## src/common/dpr_defs.svh

```systemverilog
`ifndef DPR_DEFS_SVH
`define DPR_DEFS_SVH

// Array and lock space geometry
`define DPR_ADDR_W      12
`define DPR_DATA_W      9
`define DPR_LOCK_W      3
`define DPR_LOCK_COUNT  8
`define DPR_LOCK_LAST   3'h7

// Mailbox words
`define DPR_MBOX_LEFT   12'hFFE
`define DPR_MBOX_RIGHT  12'hFFF

// Clock period and pin timing in ns
`define DPR_CLK_NS      8
`define DPR_T_PWE_NS    12
`define DPR_T_SD_NS     10
`define DPR_T_HA_NS     2
`define DPR_T_BLA_NS    15
`define DPR_T_ACC_NS    15
`define DPR_T_DDD_NS    25
`define DPR_T_SOP_NS    10

// Least times, rounded up to whole cycles
`define DPR_CYC(t)      (((t) + `DPR_CLK_NS - 1) / `DPR_CLK_NS)
`define DPR_PWE_CYC     `DPR_CYC(`DPR_T_PWE_NS)
`define DPR_SD_CYC      `DPR_CYC(`DPR_T_SD_NS)
`define DPR_HA_CYC      `DPR_CYC(`DPR_T_HA_NS)
`define DPR_BLA_CYC     `DPR_CYC(`DPR_T_BLA_NS)
`define DPR_ACC_CYC     `DPR_CYC(`DPR_T_ACC_NS)
`define DPR_DDD_CYC     `DPR_CYC(`DPR_T_DDD_NS)
`define DPR_SOP_CYC     `DPR_CYC(`DPR_T_SOP_NS)

// Latency of the pin input synchroniser
`define DPR_SYNC_LAT    3

`endif

```

## src/common/dpr_pkg.sv

```systemverilog
`default_nettype none

package dpr_pkg;

    typedef enum logic [2:0] {
        DPR_OP_READ,
        DPR_OP_WRITE,
        DPR_OP_LOCK_TAKE,
        DPR_OP_LOCK_GIVE,
        DPR_OP_LOCK_INIT
    } dpr_op_type;

    typedef enum logic [2:0] {
        DPR_ST_IDLE,
        DPR_ST_SETUP,
        DPR_ST_WRITE,
        DPR_ST_HOLD,
        DPR_ST_GAP,
        DPR_ST_READ,
        DPR_ST_DONE
    } dpr_state_type;

endpackage

`default_nettype wire

```

## src/common/dpr_in_if.sv

```systemverilog
`timescale 1ns/1ns
`default_nettype none

interface dpr_in_if #(
    parameter int DW = 9
);
    logic [DW-1:0] raw_data;
    logic          raw_busy_n;
    logic          raw_flag_n;
    logic [DW-1:0] clean_data;
    logic          clean_busy_n;
    logic          clean_flag_n;

    modport sync (
        input  raw_data,
        input  raw_busy_n,
        input  raw_flag_n,
        output clean_data,
        output clean_busy_n,
        output clean_flag_n
    );

    modport ctl (
        output raw_data,
        output raw_busy_n,
        output raw_flag_n,
        input  clean_data,
        input  clean_busy_n,
        input  clean_flag_n
    );
endinterface

`default_nettype wire

```

## src/hdl/dpr_pin_sync.sv

```systemverilog
`timescale 1ns/1ns
`default_nettype none

module dpr_pin_sync #(
    parameter int DW = 9
) (
    input  wire logic clk,
    input  wire logic resetn,
    dpr_in_if.sync    pins
);
    localparam int W = DW + 2;

    logic [W-1:0] raw;
    logic [W-1:0] s1_r;
    logic [W-1:0] s2_r;
    logic [W-1:0] s3_r;
    logic [W-1:0] out_r;
    logic [W-1:0] out_nxt;

    assign raw = {pins.raw_flag_n, pins.raw_busy_n, pins.raw_data};

    // Idle pin levels are high; data lines float high-ish, so reset to ones
    always_ff @(posedge clk or negedge resetn) begin
        if (!resetn) begin
            s1_r <= '1;
            s2_r <= '1;
            s3_r <= '1;
        end else begin
            s1_r <= raw;
            s2_r <= s1_r;
            s3_r <= s2_r;
        end
    end

    // A change counts only once the second and third stages agree
    genvar i;
    generate
        for (i = 0; i < W; i++) begin : g_bit
            assign out_nxt[i] = (s2_r[i] == s3_r[i]) ? s3_r[i] : out_r[i];
        end
    endgenerate

    // One process owns the whole vector, so each bit has a single driver
    always_ff @(posedge clk or negedge resetn) begin
        if (!resetn) begin
            out_r <= '1;
        end else begin
            out_r <= out_nxt;
        end
    end

    assign pins.clean_data   = out_r[DW-1:0];
    assign pins.clean_busy_n = out_r[DW];
    assign pins.clean_flag_n = out_r[DW+1];
endmodule

`default_nettype wire

```

## src/hdl/dpr_host.sv

```systemverilog
// What this block does
// - Write lasts while write strobe and one select are low; both rise on the same edge.
// - Write strobe stays high whenever the address lines change.
// - Writes start only after the wait input has settled.
// - Chip select is never low together with lock select.
// - After a lock take write, selects release for the update pulse before readback.
// - The lock init op writes one to every lock so this port holds none.
`timescale 1ns/1ns
`default_nettype none
`include "dpr_defs.svh"

module dpr_host
    import dpr_pkg::*;
#(
    parameter int AW = `DPR_ADDR_W,
    parameter int DW = `DPR_DATA_W
) (
    input  wire logic          clk,
    input  wire logic          resetn,
    // User command port
    input  wire logic          req_valid,
    output logic               req_ready,
    input  wire dpr_op_type    req_op,
    input  wire logic [AW-1:0] req_addr,
    input  wire logic [DW-1:0] req_wdata,
    output logic               rsp_valid,
    output logic [DW-1:0]      rsp_rdata,
    output logic               rsp_won,
    output logic               doorbell,
    // Device port pins
    output logic               chip_sel_n,
    output logic               lock_space_select_low,
    output logic               out_en_n,
    output logic               write_n,
    output logic [AW-1:0]      addr,
    output logic [DW-1:0]      data_o,
    output logic               data_oe,
    input  wire logic [DW-1:0] data_i,
    input  wire logic          busy_n,
    input  wire logic          flag_n
);
    localparam logic [7:0] SETTLE_CYC =
        8'(`DPR_BLA_CYC + `DPR_SYNC_LAT);
    localparam logic [7:0] WR_CYC =
        8'((`DPR_PWE_CYC > `DPR_SD_CYC) ? `DPR_PWE_CYC : `DPR_SD_CYC);
    localparam logic [7:0] HA_CYC  = 8'(`DPR_HA_CYC);
    localparam logic [7:0] SOP_CYC = 8'(`DPR_SOP_CYC);
    localparam logic [7:0] RD_CYC  =
        8'(((`DPR_DDD_CYC > `DPR_ACC_CYC) ? `DPR_DDD_CYC : `DPR_ACC_CYC)
           + `DPR_SYNC_LAT);

    dpr_in_if #(.DW(DW)) pin_in ();

    assign pin_in.raw_data   = data_i;
    assign pin_in.raw_busy_n = busy_n;
    assign pin_in.raw_flag_n = flag_n;

    dpr_pin_sync #(.DW(DW)) u_sync (
        .clk    (clk),
        .resetn (resetn),
        .pins   (pin_in.sync)
    );

    dpr_state_type       state_r;
    dpr_state_type       state_nxt;
    dpr_op_type          op_r;
    logic [7:0]          cnt_r;
    logic [7:0]          cnt_nxt;
    logic                rd_phase_r;
    logic [AW-1:0]       addr_r;
    logic [DW-1:0]       wdata_r;
    logic [`DPR_LOCK_W-1:0] lock_idx_r;

    function automatic logic is_lock(input dpr_op_type op);
        return op == DPR_OP_LOCK_TAKE || op == DPR_OP_LOCK_GIVE ||
               op == DPR_OP_LOCK_INIT;
    endfunction

    function automatic logic writes_now(input dpr_op_type op,
                                        input logic rd_phase);
        return op == DPR_OP_WRITE || op == DPR_OP_LOCK_GIVE ||
               op == DPR_OP_LOCK_INIT ||
               (op == DPR_OP_LOCK_TAKE && !rd_phase);
    endfunction

    assign req_ready = (state_r == DPR_ST_IDLE);

    // Sequencer
    always_comb begin
        state_nxt = state_r;
        cnt_nxt   = (cnt_r != 8'h00) ? cnt_r - 8'h01 : 8'h00;
        case (state_r)
            DPR_ST_IDLE: begin
                if (req_valid) begin
                    state_nxt = DPR_ST_SETUP;
                    cnt_nxt   = SETTLE_CYC;
                end
            end
            DPR_ST_SETUP: begin
                // Wait is watched only after it has had time to settle
                if (cnt_r == 8'h00 &&
                    (is_lock(op_r) || pin_in.clean_busy_n)) begin
                    if (writes_now(op_r, rd_phase_r)) begin
                        state_nxt = DPR_ST_WRITE;
                        cnt_nxt   = WR_CYC;
                    end else begin
                        state_nxt = DPR_ST_READ;
                        cnt_nxt   = RD_CYC;
                    end
                end
            end
            DPR_ST_WRITE: begin
                if (cnt_r == 8'h00) begin
                    state_nxt = DPR_ST_HOLD;
                    cnt_nxt   = HA_CYC;
                end
            end
            DPR_ST_HOLD: begin
                if (cnt_r == 8'h00) begin
                    if (op_r == DPR_OP_LOCK_TAKE) begin
                        state_nxt = DPR_ST_GAP;
                        cnt_nxt   = SOP_CYC;
                    end else if (op_r == DPR_OP_LOCK_INIT &&
                                 lock_idx_r != `DPR_LOCK_LAST) begin
                        state_nxt = DPR_ST_SETUP;
                        cnt_nxt   = SETTLE_CYC;
                    end else begin
                        state_nxt = DPR_ST_DONE;
                    end
                end
            end
            DPR_ST_GAP: begin
                if (cnt_r == 8'h00) begin
                    state_nxt = DPR_ST_SETUP;
                    cnt_nxt   = SETTLE_CYC;
                end
            end
            DPR_ST_READ: begin
                if (cnt_r == 8'h00) begin
                    state_nxt = DPR_ST_DONE;
                end
            end
            DPR_ST_DONE: begin
                state_nxt = DPR_ST_IDLE;
            end
            default: begin
                state_nxt = DPR_ST_IDLE;
            end
        endcase
    end

    always_ff @(posedge clk or negedge resetn) begin
        if (!resetn) begin
            state_r <= DPR_ST_IDLE;
            cnt_r   <= 8'h00;
        end else begin
            state_r <= state_nxt;
            cnt_r   <= cnt_nxt;
        end
    end

    // Command capture; address only moves while the strobe is high
    always_ff @(posedge clk or negedge resetn) begin
        if (!resetn) begin
            op_r       <= DPR_OP_READ;
            addr_r     <= '0;
            wdata_r    <= '0;
            lock_idx_r <= '0;
            rd_phase_r <= 1'b0;
        end else if (state_r == DPR_ST_IDLE && req_valid) begin
            op_r       <= req_op;
            addr_r     <= req_addr;
            lock_idx_r <= (req_op == DPR_OP_LOCK_INIT) ?
                          '0 : req_addr[`DPR_LOCK_W-1:0];
            rd_phase_r <= 1'b0;
            case (req_op)
                DPR_OP_LOCK_TAKE: wdata_r <= '0;
                DPR_OP_LOCK_GIVE,
                DPR_OP_LOCK_INIT: wdata_r <= DW'(1);
                default:          wdata_r <= req_wdata;
            endcase
        end else if (state_r == DPR_ST_GAP) begin
            rd_phase_r <= 1'b1;
        end else if (state_r == DPR_ST_HOLD && state_nxt == DPR_ST_SETUP) begin
            lock_idx_r <= lock_idx_r + 1'b1;
        end
    end

    // Pin drive, registered from the next state
    always_ff @(posedge clk or negedge resetn) begin
        if (!resetn) begin
            chip_sel_n            <= 1'b1;
            lock_space_select_low <= 1'b1;
            out_en_n              <= 1'b1;
            write_n               <= 1'b1;
            addr                  <= '0;
            data_o                <= '0;
            data_oe               <= 1'b0;
        end else begin
            case (state_nxt)
                DPR_ST_SETUP, DPR_ST_WRITE, DPR_ST_READ: begin
                    // Never both selects low at once
                    chip_sel_n            <= is_lock(op_r);
                    lock_space_select_low <= !is_lock(op_r);
                end
                default: begin
                    chip_sel_n            <= 1'b1;
                    lock_space_select_low <= 1'b1;
                end
            endcase
            write_n  <= (state_nxt != DPR_ST_WRITE);
            out_en_n <= (state_nxt != DPR_ST_READ);
            data_oe  <= (state_nxt == DPR_ST_WRITE);
            data_o   <= wdata_r;
            if (state_nxt == DPR_ST_SETUP) begin
                // Strobe is high in every state that enters setup
                addr <= is_lock(op_r) ?
                        AW'(lock_idx_r) : addr_r;
            end
        end
    end

    // Response; a lock is held when bit 0 reads back low
    always_ff @(posedge clk or negedge resetn) begin
        if (!resetn) begin
            rsp_valid <= 1'b0;
            rsp_rdata <= '0;
            rsp_won   <= 1'b0;
        end else begin
            rsp_valid <= (state_r == DPR_ST_DONE);
            if (state_r == DPR_ST_READ && cnt_r == 8'h00) begin
                rsp_rdata <= pin_in.clean_data;
                rsp_won   <= (op_r == DPR_OP_LOCK_TAKE) &&
                             !pin_in.clean_data[0];
            end
        end
    end

    // Doorbell toward this port; reading the own mailbox clears it
    always_ff @(posedge clk or negedge resetn) begin
        if (!resetn) begin
            doorbell <= 1'b0;
        end else begin
            doorbell <= !pin_in.clean_flag_n;
        end
    end
endmodule

`default_nettype wire

```

## config.mk

```make
export PLATFORM = sky130hd
export DESIGN_NAME = dpr_host
export DESIGN_NICKNAME = d
export VERILOG_FILES = /design/src/common/dpr_pkg.sv /design/src/common/dpr_in_if.sv /design/src/hdl/dpr_pin_sync.sv /design/src/hdl/dpr_host.sv
export VERILOG_INCLUDE_DIRS = /design/src /design/src/common
export SDC_FILE = /design/constraint.sdc
export NUM_CORES = 1
export LEC_CHECK = 0
export BUFFER_PORTS_ARGS = -buffer_cell sky130_fd_sc_hd__buf_2
export CORE_UTILIZATION = 43
export DETAILED_ROUTE_END_ITERATION = 12
export GPL_TIMING_DRIVEN = 0
export PLACE_DENSITY = 0.66
export SLEW_MARGIN = 20
export SYNTH_ARGS = -nofsm -noshare
export SYNTH_HDL_FRONTEND = slang
export SYNTH_SLANG_ARGS = --single-unit
export TNS_END_PERCENT = 30
```

## constraint.sdc

```tcl
create_clock -name clk -period 3.12 [get_ports clk]
set_input_delay 0 -clock clk [delete_from_list [all_inputs] [get_ports clk]]
set_output_delay 0 -clock clk [all_outputs]
set_load 0.01 [all_outputs]
```

# [After elaboration in Yosys (flattened, before gate mapping)]
# Index checks and enable logic that the tools add are counted.
[classes] addsub=2 muxes=30 eq_ne=31 n_reduce_logical=25
[op_table] op="$mux 8" count=8
[op_table] op="$mux 3" count=14
[op_table] op="$pmux 8 s5" count=1
[op_table] op="$eq 3x2->1 const B" count=7
[op_table] op="$eq 3x3->1 const B" count=6
[op_table] op="$pmux 3 s6" count=1
[op_table] op="$pmux 9 s2" count=1
[op_table] op="$mux 12" count=1
[op_table] op="$eq 1x1->1" count=11
[op_table] op="$eq 3x1->1 const B" count=3
[op_table] op="$logic_not 8->1" count=1
[op_table] op="$reduce_bool 8->1" count=1
[op_table] op="$sub 8x1->8 const B" count=1
[op_table] op="$logic_and 1x1->1" count=7
[op_table] op="$logic_or 1x1->1" count=6
[op_table] op="$ne 3x3->1 const B" count=2
[op_table] op="$logic_not 1->1" count=4
[op_table] op="$mux 1" count=4
[op_table] op="$reduce_bool 2->1" count=2
[op_table] op="$add 3x1->3 const B" count=1
[op_table] op="$logic_not 3->1" count=1
[op_table] op="$ne 3x2->1 const B" count=1
[op_table] op="$reduce_or 3->1" count=1
[op_table] op="$ne 2x2->1 const B" count=1
[op_table] op="2 further kinds" count=2
[word_totals] reg_bits=121 output_inout_bits=39 input_bits=38

# [Logic depth before layout (Yosys ltp)]
# Gate-level depths: netlist of run 1.
[depth] word_depth=12 ltp_mapped=10 mapped_depth_nobuf=9

# [By module]
# Synthesis of run 1 repeated with hierarchy kept, for this count alone.
[hier_totals] cells_unflattened=359 hier_area_um2=4579.4
[modules_own_cells] mod="dpr_host" instances=1 cells_each=304 seq_area_each_um2=1931.9 area_per_inst_um2=3299.4
[modules_own_cells] mod="dpr_pin_sync" instances=1 cells_each=55 seq_area_each_um2=1156.1 area_per_inst_um2=1280.0

# [Least setup slack after synthesis of run 1]
# No wires, ideal clock.
[synth_path] path_kind="register to register" from="register lock_idx_r[0]" to="register addr[2]" path_slack_ps=393 t_arrival_ps=2602 required_time_ps=2995 path_buffers=1 path_stages_with_launch=10 path_cell_list="dfrtp_1 > ha_1 > ha_1 > or3b_2 > or2_2 > o31a_1 > o221a_4 > nor3_4 > buf_6 > mux2_4"
[synth_via] elab_chain_cells=7
[synth_rtl] item="start, declared" line_no="dpr_host.sv:72" text="logic [`DPR_LOCK_W-1:0] lock_idx_r;"
[synth_rtl] item="start signal, assigned" line_no="dpr_host.sv:173" text="lock_idx_r <= (req_op == DPR_OP_LOCK_INIT) ?"
[synth_rtl] item="start signal, assigned" line_no="dpr_host.sv:185" text="lock_idx_r <= lock_idx_r + 1'b1;"
[synth_rtl] item="$ne 3x3->1 (no source line)"
[synth_rtl] item="$logic_and 1x1->1 (no source line)"
[synth_rtl] item="$mux 3" line_no="dpr_host.sv:123" text="end else if (op_r == DPR_OP_LOCK_INIT &&"
[synth_rtl] item="$mux 3" line_no="dpr_host.sv:120" text="if (op_r == DPR_OP_LOCK_TAKE) begin"
[synth_rtl] item="$mux 3" line_no="dpr_host.sv:119" text="if (cnt_r == 8'h00) begin"
[synth_rtl] item="$pmux 3 s6" line_no="dpr_host.sv:92" text="case (state_r)"
[synth_rtl] item="$eq 3x1->1" line_no="dpr_host.sv:215" text="if (state_nxt == DPR_ST_SETUP) begin"
[synth_rtl] item="end signal, assigned" line_no="dpr_host.sv:217" text="addr <= is_lock(op_r) ?"
[synth_rtl] item="end, declared" line_no="dpr_host.sv:35" text="output logic [AW-1:0] addr,"
# No other way between the ends.
# A chain may end at the register's enable or synchronous reset.

# [Final worst setup path of run 1]
# Ends and elaborated chain as after synthesis.

==> summary.txt, run 1 <==
Final layout
  – Share of cells above drive strength 1: between 30% and 40%
  – Area Overhead vs Synth: 34.9%
  – Multi-input logic area: about 0.0013 mm²
  – Final instance area: 0.00613 mm²
  – Fill count: between 800 and 900
  – # diodes: 0
  – Layout Nets: roughly 530
  – Seq. cell area: 0.00309 mm²

Yosys
  – Leading area contributor after synthesis: dfrtp_1
  – Ys Warns: 0
  – Count leader, synth: dfrtp_1
  – Predominant post-synthesis flop cell: dfrtp_1
  – Top post-synthesis cells by area: dfrtp_1 40%, dfstp_2 28%, nand2_1 5.3%, mux2_2 3.7%, maj3_1 2.4%
  – Synth top cells by count: 73 x dfrtp_1, 64 x nand2_1, 48 x dfstp_2
  – Post-Synthesis Cell Area: between 0.004 and 0.005 mm²
  – Asr flop ratio synth: 100%
  – Syn_nets: 389
  – Post-Synthesis Cells: around 350
  – Top-area cell type share of the netlist area: about two fifths
  – Seq/Total Area, Yosys: between 60% and 70%
  – Unique masters post-synth: 47
  – Synth Area per Inst: around 13 µm²
  – Number of synthesized flops with an enable pin: 0
  – Yosys reg bits: about 120

GRT
  – GRT Resource Usage Total: between 10% and 20%
  – Grt ovf: 0
  – Antenna violations before repair: 0
  – Largest net degree at the start of global routing: 76
  – First-pass GRT wire length: 15,300 µm
  – Vias in the first global route: approximately 3,200

Power
  – Clock share of power: 50.5%
  – Leakage: 2.94 nW
  – Maximum vdd drop: 0.340 mV
  – Internal Power: 2.81 mW
  – Power Dens Cells: between 500 and 600 mW/mm²
  – Switching Share: 21.6%
  – Gate power share: about 3.4%
  – Psw: 0.775 mW
  – Seq pwr share: around 46%
  – Total power: 3.58 mW

STA
  – Finish-stage setup viols: 0
  – FMAX: 338 MHz
  – Final Max Slew Viols: 0
  – RSZ-0062 raised after global routing: no
  – Hold Fails Final Rpt: 0
  – Post-layout min period: 2960 ps
  – Final period util: 94.8%
  – Rel. slew slack: between 30% and 40%
  – Sum Neg Setup Slack: 0 ps
  – Final Skew: approximately 7.3 ps
  – Measured slew at the worst slew-check pin: 905 ps
  – Setup WS post-layout: 163 ps

Critical path
  – Reg-to-reg endpoint: addr[2]
  – CP max stage cell: or3b_2
  – Reg2Reg Depth: 9
  – Startpoint types: register
  – Most numerous cell on the critical path: ha_1
  – CP arrival: about 3400 ps
  – Max incr delay on CP: 450 ps
  – Worst R2R Setup Slack: 160 ps
  – CP Max Fanout: 10
  – Nature of the critical path endpoint: register
  – Worst Path Required: 3520 ps
  – RR Startpoint: lock_idx_r[0]
  – CP cell instances: ha_1 > ha_1 > or3b_2 > or2_2 > o31a_1 > o221a_4 > nor3_4 > buf_6 > mux2_4
  – CP Class: register to register

Detailed routing
  – DR vias: between 3,000 and 4,000
  – Drt initial violations: 141
  – Drt drc: 0
  – Routed WL: 9110 µm
  – Drt wl/cell: 14.3 µm
  – ANT nets after route: 0
  – 1st-pass router iterations: 8
  – Vias per cell: 4.86

Placed design
  – Setup WS pre-CTS: 206 ps
  – Gpl congestion: 0.836
  – IO buf count: 76
  – Post-DP HPWL: between 5000 and 6000 µm
  – Post-DP Area: 0.00513 mm²

Outcome
  – Outcome: finished clean

Floorplan
  – Starting Density: 44.2%
  – Die H: between 100 and 150 µm
  – Io pins: between 70 and 80
  – Die Span X: 105 µm
  – Die Area: between 0.01 and 0.015 mm²
  – Row count: 37
  – Core region area: 0.0103 mm²

Clock network
  – Post-cts resize count: 0
  – Htree depth: 4
  – CTS tree: built
  – Reg clk slew, reported paths: 60 ps
  – TritonCTS buffer count: 17
  – Clk sinks: 121
  – Clock Latency Late Sink: 510 ps
  – Clock Tree Buf Depth: 2
  – CTS Root Cell: clkbuf_8

Job
  – Max-Cap Viols: 0

Min path
  – Worst hold path class: input pin to async pin
final cells by class:
type | instances | share of cell area [%]
Timing Repair Buffer | 120 | 14.0
Clock inverter | 12 | 1.86
Buffer | 10 | 0.756
Clock buffer | 20 | 7.27
Inverter | 17 | 1.04
Sequential cell | 121 | 50.4
Tap cell | 136 | 2.78
Multi-Input combinational cell | 199 | 21.9
per-layer routing:
metal / vias to the layer above / GRT usage, % / wire length (µm)
li1: 1450 / - / -
met1: 1551 / 22.6 / 4020
met5: - / 0 / 0
met2: 73 / 30.0 / 4590
met4: 0 / 7.14 / 132
met3: 14 / 6.05 / 373
what timing repair did:
action                                 CTS  global route
setup buffers                            0             0
hold buffers                            43             0
endpoints found under the hold margin  128             0
power by group through the flow:
| stage | clock (mW) | combinational (mW) | sequential (mW) |
|---|---|---|---|
| finish | 1.81 | 0.120 | 1.65 |
| global route | 1.93 | 0.134 | 1.66 |
| CTS | 1.85 | 0.123 | 1.65 |
| detailed placement | 0 | 0.0820 | 1.68 |
| global placement | 0 | 0.0744 | 1.68 |
| floorplan | 0 | 0.0173 | 1.67 |
cell usage in the layout, fill, tap and decap left out, types with 2 or more instances in the layout:
cell type	n
buf_2	76
dfrtp_1	73
nand2_1	64
dfstp_2	48
dlygate4sd3_1	42
nor2_1	18
inv_1	17
clkbuf_16	16
mux2_2	15
maj3_1	11
clkbuf_1	9
a22o_1	9
mux2i_1	9
o21ai_0	7
a21oi_1	6
nor2b_1	4
nand2b_1	4
nand3_1	4
ha_1	4
inv_6	4
xnor2_1	3
or3b_2	3
or3_1	3
a31oi_1	3
clkbuf_8	3
clkinv_4	3
clkinv_2	3
and2_1	2
a221oi_1	2
nand3b_1	2
or4_1	2
o211ai_1	2
xor2_1	2
o31ai_1	2
buf_6	2
cells by family (layout without fill, tap and decap cells):
| group | Yosys count | count (layout) | synth area share [%] |
|---|---|---|---|
| simple gates | 116 | 116 | 12.3 |
| compound gates | 38 | 38 | 6.72 |
| buf+inv | 27 | 179 | 2.42 |
| mux | 25 | 25 | 6.03 |
| fa+ha+maj | 15 | 15 | 3.53 |
| xor+xnor | 5 | 5 | 0.964 |
| flops | 121 | 121 | 68.0 |
state kept, by name (all words and copies together) (netlist names), 9 cells and up:
signal and flops:
u_sync.s3_r 11, addr_r 12, u_sync.s1_r 11, rsp_rdata 9, u_sync.out_r 11, data_o 9, wdata_r 9, addr 12
u_sync.s2_r 11
worst max-delay path by stage:
stage	startpoint	to	slack (ps)	cells after the start
2_1_floorplan	lock_idx_r[0]	addr[2]	390	9
3_3_place_gp	lock_idx_r[0]	addr[2]	200	9
3_5_place_dp	lock_idx_r[0]	addr[2]	210	9
4_1_cts	lock_idx_r[0]	addr[2]	160	9
5_1_grt	lock_idx_r[0]	addr[2]	30	9
6_report	lock_idx_r[0]	addr[2]	160	9
worst max-delay path, delay by kind of cell (launching register included):
kind            cells  cell delay, ps
simple gates        3            1050
compound gates      2             460
flops               1             400
fa+ha+maj           2             400
mux                 1             310
buf+inv             1             220
through the flow:
| stage | utilization [%] | std cells | hold slack [ps] |
|---|---|---|---|
| floorplan | - | 347 | -296 |
| global placement | 49.5 | 559 | 105 |
| detailed placement | 49.9 | 560 | -41.7 |
| CTS | 59.6 | 635 | 92.9 |
| global route | 59.6 | 635 | 110 |
| finish | 59.6 | 635 | 117 |
(Power assumes the default switching activity.)
==> run 2, diff against run 1 <==
--- a/config.mk
+++ b/config.mk
@@ -11,6 +11,7 @@
 export DETAILED_ROUTE_END_ITERATION = 12
 export GPL_TIMING_DRIVEN = 0
 export PLACE_DENSITY = 0.66
+export RECOVER_POWER = 100
 export SLEW_MARGIN = 20
 export SYNTH_ARGS = -nofsm -noshare
 export SYNTH_HDL_FRONTEND = slang
==> run 2 against run 1 <==
  * The flow now finishes with violations (max-capacitance violations, max-slew violations)
  * Global-route usage is the same
  * Clock skew is essentially flat
  * Via count shrank 0.42%
  * Utilization shrank 1.3 points
  * Count of clock-buffer cells in the layout is the same
  * Combinational power shrank 7%
  * Setup slack lost 36 ps
  * Fmax shrank 1.2%
  * Largest cell class unchanged
  * Largest power group unchanged
==> summary.txt, run 2 (synthesized netlist as in run 1, its figures left out) <==
Final layout
  – Share of cells above drive strength 1: 25.1%
  – Commonest non-fill, non-tap cell in the layout: dfrtp_1
  – Non-Filler Instances: 635
  – Area Overhead vs Synth: 31.9%
  – Layout Nets: 528
  – Multi-input logic area: 0.00131 mm²
  – # diodes: 0
  – Seq. cell area: 0.00309 mm²
  – Most frequent cells in the layout: 73 x dfrtp_1, 64 x nand2_1, 52 x clkbuf_1
  – Largest registers: addr (12), addr_r (12)
  – Fill count: slightly below 900

Floorplan
  – Die Area: 0.0110 mm²
  – Starting Density: 44.2%
  – Io pins: 77
  – Die Span X: approximately 100 µm
  – Row count: 37
  – Die H: 105 µm
  – Core region area: ~0.010 mm²

STA
  – Sum Neg Setup Slack: 0 ps
  – Hold Fails Final Rpt: 0
  – Measured slew at the worst slew-check pin: 1740 ps
  – Smallest hold slack: 128 ps
  – Final period util: a little over nine tenths
  – Final Max Slew Viols: 107
  – Final Skew: 7.64 ps
  – FMAX: 334 MHz
  – Post-layout min period: 2990 ps
  – Rel. slew slack: -16.2%
  – RSZ-0062 raised after global routing: no
  – Finish-stage setup viols: 0
  – Setup WS post-layout: 126 ps

Power
  – Internal Power: between 2 and 3 mW
  – Maximum vdd drop: 0.337 mV
  – Power Dens Cells: 595 mW/mm²
  – Gate power share: 3.1%
  – Switching Share: 21.6%
  – Total power: 3.57 mW
  – Clock share of power: 50.6%
  – Leakage: around 2.7 nW
  – Seq pwr share: 46.2%
  – Psw: 0.771 mW

Critical path
  – Nature of the critical path endpoint: register
  – Startpoint types: register
  – CP arrival: between 3000 and 4000 ps
  – CP Class: register to register
  – RR Startpoint: cnt_r[4]
  – CP Max Fanout: 10
  – Worst Path Required: 3510 ps
  – Critical Path Start: cnt_r[4]

Clock network
  – Clock Tree Buf Depth: 2
  – Htree depth: 4
  – CTS Root Cell: clkbuf_8
  – Post-cts resize count: 0
  – CTS tree: built
  – Clock Latency Late Sink: 510 ps
  – Clk sinks: 121
  – CTS Hold Bufs: 43
  – TritonCTS buffer count: 17
  – Reg clk slew, reported paths: about 60 ps
  – Post-CTS Setup Repair Bufs: 0

Detailed routing
  – Drt drc: 0
  – DR vias: ~3,100
  – ANT nets after route: 0
  – 1st-pass router iterations: 8
  – Drt wl/cell: 14.5 µm
  – Vias per cell: 4.84
  – Drt initial violations: 140
  – Routed WL: between 9000 and 10,000 µm

Outcome
  – Failing checks: max-capacitance violations, max-slew violations
  – Outcome: complete, but fails checks

GRT
  – Largest net degree at the start of global routing: between 70 and 80
  – Grt ovf: 0
  – First-pass GRT wire length: between 15,000 and 20,000 µm
  – GRT Resource Usage Total: 18.4%
  – Vias in the first global route: 3,187
  – Antenna violations before repair: 0

Min path
  – Worst Min Path Start: flag_n
  – Worst hold path class: input pin to register

Job
  – Max-Cap Viols: 2

Placed design
  – Post-DP HPWL: approximately 5800 µm
  – Placed cells: 560
  – IO buf count: 76
  – Setup WS pre-CTS: a little over 200 ps
  – Gpl congestion: 0.836
-- run 2: cell count changes in the layout (fill, tap and decap cells not counted), moves of 15 or more --
| cell | previous run | this run |
|---|---|---|
| clkbuf_1 | 9 | 52 |
| buf_2 | 76 | 35 |
| dfstp_1 | 0 | 15 |
| dfstp_2 | 48 | 33 |
-- run 2: cell type report --
cell class                 instances  area share [%]
clock inverter                    12            1.90
inverter                          17            1.06
timing repair buffer             120            12.7
clock buffer                      20            7.43
tap                              136            2.84
multi-input combinational        199            21.8
buffer                            10           0.752
sequential                       121            51.5
-- run 2: per-stage QoR --
step	cell area (µm²)	utilization, %
2_1_floorplan	4540	-
3_3_place_gp	5090	49.5
3_5_place_dp	5130	49.9
4_1_cts	6130	59.6
5_1_grt	5990	58.3
6_report	5990	58.3
-- run 2: metal layers --
layer / vias to the layer above / global-route usage (%) / share of wire (%)
li1: 1454 / - / -
met1: 1547 / 22.6 / 45
met2: 64 / 30.0 / 50
met3: 10 / 6.05 / 3.8
met4: 0 / 7.14 / 1.1
met5: - / 0 / 0
-- run 2: critical path, cell delays in order (launching register included) --
cell,delay (ps)
dfrtp_1,410
or4_1,620
or3_1,460
a211o_1,310
o22ai_1,470
nor3_4,120
buf_6,190
mux2_4,300
-- run 2: worst paths after layout --
path,slack (ps),to,cells after the start
setup / recovery,130,addr[2],7
hold / removal,130,u_sync.s1_r[10],2
setup reg to reg,130,addr[2],7
hold reg to reg,350,u_sync.s2_r[5],0
max in group asynchronous,690,rsp_rdata[1],3
min in group asynchronous,620,u_sync.out_r[2],2
-- run 2: power by group through the flow --
stage | clock (mW) | sequential (mW) | combinational, mW
after floorplan | 0 | 1.67 | 0.0173
after global placement | 0 | 1.68 | 0.0744
after detailed placement | 0 | 1.68 | 0.0820
after CTS | 1.85 | 1.65 | 0.123
after global routing | 1.93 | 1.65 | 0.126
final | 1.81 | 1.65 | 0.112
